File: config.mk
export PLATFORM = sky130hd
export DESIGN_NAME = dcr_regs
export DESIGN_NICKNAME = d
export VERILOG_FILES = /design/src/inc/dcr_pkg.sv /design/src/core/dcr_sync.sv /design/src/core/dcr_regs.sv
export VERILOG_INCLUDE_DIRS = /design/src /design/src/inc
export SDC_FILE = /design/constraint.sdc
export NUM_CORES = 1
export LEC_CHECK = 0
export BUFFER_PORTS_ARGS = -buffer_cell sky130_fd_sc_hd__buf_2
export CAP_MARGIN = 10
export CORE_AREA = 4 4 77 115
export DETAILED_ROUTE_END_ITERATION = 8
export DIE_AREA = 0 0 81 119
export GPL_TIMING_DRIVEN = 0
export PLACE_DENSITY = 0.88
export SLEW_MARGIN = 25
export SYNTH_ARGS = -nofsm -noshare
export SYNTH_HDL_FRONTEND = slang
export SYNTH_SLANG_ARGS = --single-unit
File: constraint.sdc
create_clock -name core_clk -period 2.32 [get_ports core_clk]
set_clock_uncertainty 0.15 [all_clocks]
set_input_delay 0.348 -clock core_clk [delete_from_list [all_inputs] [get_ports core_clk]]
set_output_delay 0.348 -clock core_clk [all_outputs]
set_load 0.02 [all_outputs]
File: src/inc/dcr_params.svh
// Offsets, field positions, reset values and codes of the converter control bank.
// Assumes a 32-bit APB slave; register index times four gives the byte address.
`ifndef DCR_PARAMS_SVH
`define DCR_PARAMS_SVH

// Register indices, byte address is index * 4
`define DCR_IDX_C2CTL   8'hb7
`define DCR_IDX_C2SEQ   8'hb8
`define DCR_IDX_C3CTL   8'hba
`define DCR_IDX_STAT    8'hc0
`define DCR_IDX_MASK    8'hc1
`define DCR_IDX_SLEEP   8'hc2

// Converter two control fields
`define DCR_C2_TOPO     14
`define DCR_C2_HIBMODE  12
`define DCR_C2_TRIG_HI  9
`define DCR_C2_TRIG_LO  8
`define DCR_C2_ILIM     6
`define DCR_C2_RMPH     4
`define DCR_C2_RMPL     3
`define DCR_C2_FB_HI    1
`define DCR_C2_FB_LO    0
`define DCR_C2CTL_WMASK 16'h535b
`define DCR_C2CTL_RST   16'h0018

// Converter two sequencing fields
`define DCR_SEQ_ACT_HI  15
`define DCR_SEQ_ACT_LO  14
`define DCR_SEQ_EN_HI   13
`define DCR_SEQ_EN_LO   10
`define DCR_SEQ_SD_HI   9
`define DCR_SEQ_SD_LO   6
`define DCR_C2SEQ_WMASK 16'hffc0
`define DCR_C2SEQ_RST   16'h0000

// Converter three control fields
`define DCR_C3_NOOVP    11
`define DCR_C3_FLOAT    10
`define DCR_C3_V_HI     6
`define DCR_C3_V_LO     0
`define DCR_C3CTL_WMASK 16'h0c7f
`define DCR_C3CTL_RST   16'h0000
`define DCR_C3_VMAX     7'h66

// Packed output flops at reset, already decoded from the register defaults
`define DCR_OUTS_RST    12'h330

// Codes
`define DCR_RAMP_LOWV   2'h3
`define DCR_FB_USB      2'h3
`define DCR_SLOT_NEVER  4'h0
`define DCR_SLOT_EDGE   4'hf

// Interrupt status bits
`define DCR_ST_FAULT    0
`define DCR_ST_SLEEP    1
`define DCR_ST_WIDTH    2

`endif

File: src/inc/dcr_pkg.sv
// Types of the converter control bank.
// Assumes dcr_params.svh supplies the numeric constants.
package dcr_pkg;

  // Converter two run state
  typedef enum logic {
    DCR_OFF,
    DCR_ON
  } dcr_run_t;

  // Fault reaction codes
  typedef enum logic [1:0] {
    DCR_ACT_IGNORE,
    DCR_ACT_CONV,
    DCR_ACT_SYS,
    DCR_ACT_RSVD
  } dcr_act_t;

endpackage

File: src/core/dcr_sync.sv
// Two-flop synchroniser for pin inputs of the converter control bank.
// Assumes core_clk domain; first stage is read only by the second.
`timescale 1ns/1ps
`default_nettype none

module dcr_sync #(
  parameter int WIDTH = 5
) (
  input  wire logic             core_clk,
  input  wire logic             arst_n,
  input  wire logic             clk_en,
  input  wire logic [WIDTH-1:0] async_in,
  output var  logic [WIDTH-1:0] sync_out
);

  logic [WIDTH-1:0] meta_q;  // First stage, metastable
  logic [WIDTH-1:0] meta_d;
  logic [WIDTH-1:0] sync_q;  // Second stage, safe
  logic [WIDTH-1:0] sync_d;

  // Next values, frozen when disabled
  always_comb begin
    meta_d = clk_en ? async_in : meta_q;
    sync_d = clk_en ? meta_q : sync_q;
  end

  // Two stages
  always_ff @(posedge core_clk or negedge arst_n) begin
    if (!arst_n) begin
      meta_q <= '0;
      sync_q <= '0;
    end else begin
      meta_q <= meta_d;
      sync_q <= sync_d;
    end
  end

  assign sync_out = sync_q;

endmodule

`default_nettype wire

File: src/core/dcr_regs.sv
// Control bank for converter two (boost/switch) and converter three (buck).
// Assumes an APB master on core_clk, a sequencer on core_clk giving
// slot strobes, and asynchronous pins for low-power, hibernate and fault.
//
// Our own choice: the APB register port.
`timescale 1ns/1ps
`default_nettype none
`include "dcr_params.svh"

module dcr_regs (
  input  wire logic        core_clk,
  input  wire logic        arst_n,
  input  wire logic        clk_en,
  input  wire logic        sm_reset,
  input  wire logic        psel,
  input  wire logic        penable,
  input  wire logic        pwrite,
  input  wire logic [11:0] paddr,
  input  wire logic [31:0] pwdata,
  output var  logic [31:0] prdata,
  output var  logic        pready,
  output var  logic        pslverr,
  input  wire logic        low_power_input_one,
  input  wire logic        low_power_input_two,
  input  wire logic        low_power_input_three,
  input  wire logic        gpio_sleep_pin,
  input  wire logic        conv2_fault_pin,
  input  wire logic        seq_slot_stb,
  input  wire logic [3:0]  seq_slot,
  input  wire logic        seq_enter_active,
  input  wire logic        seq_enter_off,
  output var  logic        conv2_switch_mode,
  output var  logic        conv2_output_en,
  output var  logic        conv2_sleeping,
  output var  logic        conv2_peak_low,
  output var  logic [1:0]  conv2_ramp,
  output var  logic [1:0]  conv2_feedback_source,
  output var  logic        sys_shutdown_req,
  output var  logic        conv3_ovp_en,
  output var  logic        conv3_discharge_en,
  output var  logic [6:0]  conv3_voltage_code,
  output var  logic        irq
);

  ////////////////////////////////////////////////////////////////////////////
  // Helpers

  // Cap a voltage code at the top step
  function automatic logic [6:0] dcr_cap(input logic [15:0] r);
    logic [6:0] v;
    v = r[`DCR_C3_V_HI:`DCR_C3_V_LO];
    dcr_cap = (v > `DCR_C3_VMAX) ? `DCR_C3_VMAX : v;
  endfunction

  // Slot match: codes 1..14 fire on their own slot strobe
  function automatic logic dcr_slot_hit(input logic [3:0] code, input logic stb,
                                        input logic [3:0] slot);
    dcr_slot_hit = stb && (code != `DCR_SLOT_NEVER) && (code != `DCR_SLOT_EDGE)
                   && (code == slot);
  endfunction

  ////////////////////////////////////////////////////////////////////////////
  // Pin synchronisers

  logic [4:0] pins_s;  // lp1, lp2, lp3, gpio, fault

  dcr_sync #(.WIDTH(5)) u_sync (
    .core_clk (core_clk),
    .arst_n   (arst_n),
    .clk_en   (clk_en),
    .async_in ({conv2_fault_pin, gpio_sleep_pin, low_power_input_three,
                low_power_input_two, low_power_input_one}),
    .sync_out (pins_s)
  );

  ////////////////////////////////////////////////////////////////////////////
  // APB register file

  logic [15:0] c2ctl_q, c2ctl_d;     // Converter two control
  logic [15:0] c2seq_q, c2seq_d;     // Converter two sequencing
  logic [15:0] c3ctl_q, c3ctl_d;     // Converter three control
  logic [`DCR_ST_WIDTH-1:0] stat_q, stat_d;  // Sticky events
  logic [`DCR_ST_WIDTH-1:0] mask_q, mask_d;  // Interrupt enables
  logic        sleep_q, sleep_d;     // Software hibernate request
  logic [31:0] prdata_q, prdata_d;
  logic        pready_q, pready_d;
  logic        pslverr_q, pslverr_d;
  logic [`DCR_ST_WIDTH-1:0] events;  // From converter logic
  logic        wr_hit, rd_hit, setup;
  logic [7:0]  idx;                  // Word index
  logic        mapped;

  assign idx    = paddr[9:2];
  assign setup  = psel && !penable && !pready_q;
  assign wr_hit = psel && penable && pready_q && pwrite && mapped;
  assign rd_hit = psel && penable && pready_q && !pwrite;
  assign mapped = (paddr[1:0] == 2'h0) && (paddr[11:10] == 2'h0) &&
                  (idx == `DCR_IDX_C2CTL || idx == `DCR_IDX_C2SEQ ||
                   idx == `DCR_IDX_C3CTL || idx == `DCR_IDX_STAT ||
                   idx == `DCR_IDX_MASK || idx == `DCR_IDX_SLEEP);

  // Bus and register next values
  always_comb begin
    c2ctl_d   = c2ctl_q;
    c2seq_d   = c2seq_q;
    c3ctl_d   = c3ctl_q;
    mask_d    = mask_q;
    sleep_d   = sleep_q;
    stat_d    = stat_q;
    prdata_d  = prdata_q;
    pready_d  = setup;            // No wait state, answer ready in the first access cycle
    pslverr_d = setup ? !mapped : pslverr_q;
    if (setup) begin
      // Capture read data at setup; nothing else changes it meanwhile
      // Refused addresses read zero, whatever their index bits hold
      case (mapped ? idx : 8'h00)
        `DCR_IDX_C2CTL: prdata_d = {16'h0000, c2ctl_q};
        `DCR_IDX_C2SEQ: prdata_d = {16'h0000, c2seq_q};
        `DCR_IDX_C3CTL: prdata_d = {16'h0000, c3ctl_q};
        `DCR_IDX_STAT:  prdata_d = {30'h0, stat_q | events};
        `DCR_IDX_MASK:  prdata_d = {30'h0, mask_q};
        `DCR_IDX_SLEEP: prdata_d = {31'h0, sleep_q};
        default:        prdata_d = 32'h0000_0000;
      endcase
    end
    // Read clears status at the access edge
    if (rd_hit && mapped && idx == `DCR_IDX_STAT) begin
      stat_d = '0;
    end
    if (wr_hit) begin
      case (idx)
        `DCR_IDX_C2CTL: c2ctl_d = pwdata[15:0] & `DCR_C2CTL_WMASK;
        `DCR_IDX_C2SEQ: c2seq_d = pwdata[15:0] & `DCR_C2SEQ_WMASK;
        `DCR_IDX_C3CTL: c3ctl_d = pwdata[15:0] & `DCR_C3CTL_WMASK;
        `DCR_IDX_MASK:  mask_d  = pwdata[`DCR_ST_WIDTH-1:0];
        `DCR_IDX_SLEEP: sleep_d = pwdata[0];
        default:        ;
      endcase
    end
    // New events win over the clear
    stat_d = stat_d | events;
    // Power state machine reset restores the three control register defaults
    if (sm_reset) begin
      c2ctl_d = `DCR_C2CTL_RST;
      c2seq_d = `DCR_C2SEQ_RST;
      c3ctl_d = `DCR_C3CTL_RST;
    end
  end

  // Register file flops
  always_ff @(posedge core_clk or negedge arst_n) begin
    if (!arst_n) begin
      c2ctl_q   <= `DCR_C2CTL_RST;
      c2seq_q   <= `DCR_C2SEQ_RST;
      c3ctl_q   <= `DCR_C3CTL_RST;
      stat_q    <= '0;
      mask_q    <= '0;
      sleep_q   <= 1'b0;
      prdata_q  <= 32'h0000_0000;
      pready_q  <= 1'b0;
      pslverr_q <= 1'b0;
    end else if (clk_en) begin
      c2ctl_q   <= c2ctl_d;
      c2seq_q   <= c2seq_d;
      c3ctl_q   <= c3ctl_d;
      stat_q    <= stat_d;
      mask_q    <= mask_d;
      sleep_q   <= sleep_d;
      prdata_q  <= prdata_d;
      pready_q  <= pready_d;
      pslverr_q <= pslverr_d;
    end
  end

  assign prdata  = prdata_q;
  assign pready  = pready_q;
  assign pslverr = pslverr_q;

  ////////////////////////////////////////////////////////////////////////////
  // Converter two run control and outputs

  dcr_pkg::dcr_run_t run_q, run_d;   // Converter two state
  dcr_pkg::dcr_act_t act;
  logic        trig, hib, fault_q, fault_rise, hib_q;
  logic        sysd_q, sysd_d;
  logic        out_d;
  logic [1:0]  ramp_d;
  logic [3:0]  en_code, sd_code;
  logic [11:0] outs_q, outs_d;       // Packed static outputs

  assign act     = dcr_pkg::dcr_act_t'(c2seq_q[`DCR_SEQ_ACT_HI:`DCR_SEQ_ACT_LO]);
  assign en_code = c2seq_q[`DCR_SEQ_EN_HI:`DCR_SEQ_EN_LO];
  assign sd_code = c2seq_q[`DCR_SEQ_SD_HI:`DCR_SEQ_SD_LO];
  assign fault_rise = pins_s[4] && !fault_q;

  // Hibernate trigger select plus pin override
  always_comb begin
    case (c2ctl_q[`DCR_C2_TRIG_HI:`DCR_C2_TRIG_LO])
      2'h0:    trig = sleep_q;
      2'h1:    trig = pins_s[0];
      2'h2:    trig = pins_s[1];
      2'h3:    trig = pins_s[2];
      default: trig = sleep_q;
    endcase
    hib = trig || pins_s[3];
  end

  // Events for the status register
  assign events = {hib && !hib_q, fault_rise};

  // Sequencing and fault reaction
  always_comb begin
    run_d  = run_q;
    sysd_d = sysd_q;
    case (run_q)
      dcr_pkg::DCR_OFF: begin
        if (dcr_slot_hit(en_code, seq_slot_stb, seq_slot) ||
            (en_code == `DCR_SLOT_EDGE && seq_enter_active)) begin
          run_d = dcr_pkg::DCR_ON;
        end
      end
      dcr_pkg::DCR_ON: begin
        if (dcr_slot_hit(sd_code, seq_slot_stb, seq_slot) ||
            ((sd_code == `DCR_SLOT_NEVER || sd_code == `DCR_SLOT_EDGE) &&
             seq_enter_off)) begin
          run_d = dcr_pkg::DCR_OFF;
        end
      end
      default: run_d = dcr_pkg::DCR_OFF;
    endcase
    // Off entry serves a pending request; a fault in that cycle still wins
    if (seq_enter_off) begin
      sysd_d = 1'b0;
    end
    // Fault reaction in the same cycle as the status event
    if (fault_rise) begin
      case (act)
        dcr_pkg::DCR_ACT_IGNORE: ;
        dcr_pkg::DCR_ACT_CONV:   run_d = dcr_pkg::DCR_OFF;
        default:                 sysd_d = 1'b1;  // Reserved acts as system
      endcase
    end
    if (sm_reset) begin
      run_d  = dcr_pkg::DCR_OFF;
      sysd_d = 1'b0;
    end
  end

  // Packed outputs decoded from the fields, the next run state, hibernate and interrupt status
  always_comb begin
    // Feedback from the USB divider forces the low-voltage ramp
    if (c2ctl_q[`DCR_C2_FB_HI:`DCR_C2_FB_LO] == `DCR_FB_USB) begin
      ramp_d = `DCR_RAMP_LOWV;
    end else begin
      ramp_d = {c2ctl_q[`DCR_C2_RMPH], c2ctl_q[`DCR_C2_RMPL]};
    end
    // Output on while running unless hibernate set to disable
    out_d = (run_d == dcr_pkg::DCR_ON) &&
            !(hib && c2ctl_q[`DCR_C2_HIBMODE]);
    outs_d = {c2ctl_q[`DCR_C2_TOPO],
              c2ctl_q[`DCR_C2_ILIM],
              ramp_d,
              c2ctl_q[`DCR_C2_FB_HI:`DCR_C2_FB_LO],
              !c3ctl_q[`DCR_C3_NOOVP],
              !c3ctl_q[`DCR_C3_FLOAT],
              out_d, hib, |(stat_q & mask_q), 1'b0};
  end

  // Run state and output flops
  always_ff @(posedge core_clk or negedge arst_n) begin
    if (!arst_n) begin
      run_q   <= dcr_pkg::DCR_OFF;
      sysd_q  <= 1'b0;
      fault_q <= 1'b0;
      hib_q   <= 1'b0;
      outs_q  <= `DCR_OUTS_RST;  // Match the decoded defaults, no jump on release
      conv3_voltage_code <= 7'h00;
    end else if (clk_en) begin
      run_q   <= run_d;
      sysd_q  <= sysd_d;
      fault_q <= pins_s[4];
      hib_q   <= hib;
      outs_q  <= outs_d;
      conv3_voltage_code <= dcr_cap(c3ctl_q);
    end
  end

  assign conv2_switch_mode     = outs_q[11];
  assign conv2_peak_low        = outs_q[10];
  assign conv2_ramp            = outs_q[9:8];
  assign conv2_feedback_source = outs_q[7:6];
  assign conv3_ovp_en          = outs_q[5];
  assign conv3_discharge_en    = outs_q[4];
  assign conv2_output_en       = outs_q[3];
  assign conv2_sleeping        = outs_q[2];
  assign irq                   = outs_q[1];
  assign sys_shutdown_req      = sysd_q;
endmodule

`default_nettype wire

==> results.md <==
* Status: completed
* Clock power frac at between 40 and 50%
* Overall Global Routing Usage at a little under a quarter
* Filler Cells Inserted at 643
* Routed via count at 3336
* First-pass GRT wire length at about 17 mm
* GP Congestion at 0.894
* Crit path arrival time at 2.22 ns
* DR WL/cell at about 18 um
* Hold Slack at 0.0846 ns
* Vias/cell at roughly 5.6
* Final core utilization at between 60% and 70%
* Non-filler cells, final at approximately 590
* FP Rows at 40
* TritonCTS buffer count at 9
* Largest net degree at the start of global routing at 54
* Global route total overflow at 0
* Final Power at between 4 and 5 mW
* Cell count after placement at 574
* Gate Count Post-Synth at between 300 and 400
* Post-Syn Area at a little over 4000 sq um
* Cell type with the largest total area after synthesis: dfrtp_1
* Largest family of logic cells by synthesized area: compound AO/OA/AOI/OAI gates
* Compound-gate portion of the synthesized area at between 15 and 20%
* Die Area at 9640 sq um
* Initial Util at approximately half
* Reg power frac at between 40 and 50%
* Yosys warning count at 0
* Final setup vio count at 0
* Seq cells post-synth at around 80
* Crit path max fanout at 3
* Port buffer count at between 80 and 90
* Worst setup SP type: flip-flop
* Met1 Use GR at 28.9%
* Most Used Layer, Global Route: met2
* Required time of the worst setup path at around 2.4 ns
* Switching share of total power at around 27%
* Max-cap violations at 0
* Core ar. at about 7900 sq um
* Dpl hpwl at 7.99 mm
* Worst path slowest cell: mux4_2
* Post-placement cell area at 4650 sq um
* # DRC at 0
* Final worst path period share at 93.5%
* Die Span X at 81 um
* Worst hold path class: in -> reg
* Synth Area in XOR/XNOR at under 10%
* Area delta synth->final at 25.0%
* Inserted Diodes at 0
* Design area at slightly above 5000 sq um
* CTS tree: yes
* Critical path class: reg -> reg
* Crit. End Element: flip-flop
* Cell breakdown of the critical path: mux4_2 -> or2_2 -> nor2b_1 -> o311ai_0 -> a22oi_1
* Worst Tran Pin Value at ~0.71 ns
* Logic pwr share at 17.4%
* Peak Freq at ~0.46 GHz
* Hold violation total from the final report at 0
* Fin nets at ~540
* Min cycle time layout at about 2.2 ns
* Layout cells sized above 1 at a little under two fifths
* Synth top area cells: dfrtp_1, mux2_2, dfstp_2, buf_4, o22ai_2
* Met2 Use GR at between 30% and 40%
* Syn Area/Cell at roughly 11 sq um
* DR iter-0 viols at between 200 and 300
* Post-synth top area share at approximately 47%
* Max incr delay on CP at 0.53 ns
* H-tree levels at 3
* Sink Count at 82
* Simple logic cell fraction of the synthesized area at approximately an eighth
* Relative slew slack at 52.7%
* Internal power at about 3.1 mW
* DR pass1 iterations at 5
* Final WL at about 11 mm
* Number of distinct library cells after synthesis at 49
* P_leak at between 2 and 2.5 nW
* Ports at roughly 120
* Commonest non-fill, non-tap cell in the layout: buf_2
* Vias in the first global route at 3407
* Detail Route Antenna Nets at 0
* Fin Setup TNS at 0 ns
* Clk root buf: clkbuf_16
* Clock Tree Buf Depth at 2
* Place WS at -0.168 ns
* NetSw at roughly 1.2 mW
* RSZ-0062 raised after global routing: no
* Clock latency on the worst-skew pair at 0.34 ns
* Clock slew at reported path FFs at about 0.060 ns
* Met3 Track Usage GR at around 4.5%
* Seq/Total Area, Yosys at between 50% and 60%
* Buf/Inv on CP at 0
* Post-synthesis mux area share at 11.3%
* CP top delay family: multiplexers
* Die height at about 120 um
* Final worst slack at approximately 0.15 ns
* Pwr Density at between 800 and 900 nW/um^2
* Slew Limit Fails at 0
* Most frequent cells in the layout: buf_2, dfrtp_1, mux2_2
* Initial antenna violation count at 0
* VDD IR-drop max at roughly 550 uV
* Synth Area in Adders at 0%
==> power groups by stage <==
| stage | Sequential (mW) | Combinational, mW | Clock [mW] |
|---|---|---|---|
| detailed placement | 1.78 | 0.729 | 0 |
| floorplan | 1.85 | 0.382 | 0 |
| CTS | 1.76 | 0.738 | 1.75 |
| global route | 1.78 | 0.806 | 1.82 |
| global placement | 1.77 | 0.701 | 0 |
| finish | 1.76 | 0.736 | 1.74 |
==> logic make-up after synthesis <==
kind of cell,Yosys count
flops,82
buf+inv,59
compound gates,78
simple gates,104
other cells,1
xor+xnor,8
mux,40
==> per-layer routing <==
metal / share of wire [%] / vias up
met3: 7.1 / 37
met4: 4.6 / 0
li1: - / 1527
met2: 50 / 173
met1: 38 / 1599
met5: 0 / -
==> final timing paths <==
kind / from / end / slack [ns] / cells after the start
worst max-delay path: c2ctl_q[9] / prdata[1] / 0.15 / 5
worst min-delay path: low_power_input_two / u_sync.meta_q[1] / 0.08 / 2
worst max register to register: c2ctl_q[9] / prdata[1] / 0.15 / 5
worst min register to register: prdata[13] / prdata[13] / 0.31 / 2
max in group asynchronous: arst_n / outs_q[4] / 1.04 / 3
min in group asynchronous: arst_n / fault_q / 0.34 / 2
==> sequential cells by signal, summed over array words and instances (netlist names), 2 cells and up <==
signal	flops
conv3_voltage_code	7
u_sync.sync_out	5
c3ctl_q	9
stat_q	2
u_sync.meta_q	5
prdata	16
mask_q	2
outs_q	11
c2seq_q	10
c2ctl_q	9
==> what timing repair did <==
| item | CTS | global route |
|---|---|---|
| setup endpoints to repair | 0 | 12 |
| hold buffers | 1 | 0 |
| setup buffers | 0 | 0 |
| gates resized for setup | 0 | 1 |
| endpoints found under the hold margin | 25 | 0 |
==> final cells by class <==
class                      count  area (sq um)  area share, %
clock buffer                   9           225           4.47
timing repair buffer          83           445           8.84
tap                          105           131           2.61
sequential                    82          2060           40.9
multi-input combinational    246          1740           34.5
buffer                        35           205           4.07
clock inverter                 7           141           2.81
inverter                      24          90.1           1.79
==> synthesized netlist by cell type (all sizes together) <==
cell / instances
a21oi: 30
o32ai: 1
a22oi: 2
o22ai: 14
nand2b: 2
nor4: 8
buf: 25
or4: 2
conb: 1
o211ai: 1
o2111ai: 1
mux4: 1
inv: 24
xor2: 5
and3: 1
o22a: 2
a32oi: 1
nor2b: 9
or3b: 1
dfrtp: 76
a22o: 2
nor2: 26
nor3: 3
nand4: 8
o311ai: 2
o21a: 2
a311oi: 1
dfstp: 6
mux2i: 4
clkbuf: 10
o21ai: 7
xnor2: 3
or2: 1
o31ai: 1
a221oi: 11
and2: 2
nand2: 24
nand3: 14
nand4b: 2
mux2: 35
or3: 1
Note: power is estimated with default switching activity, not from simulation.
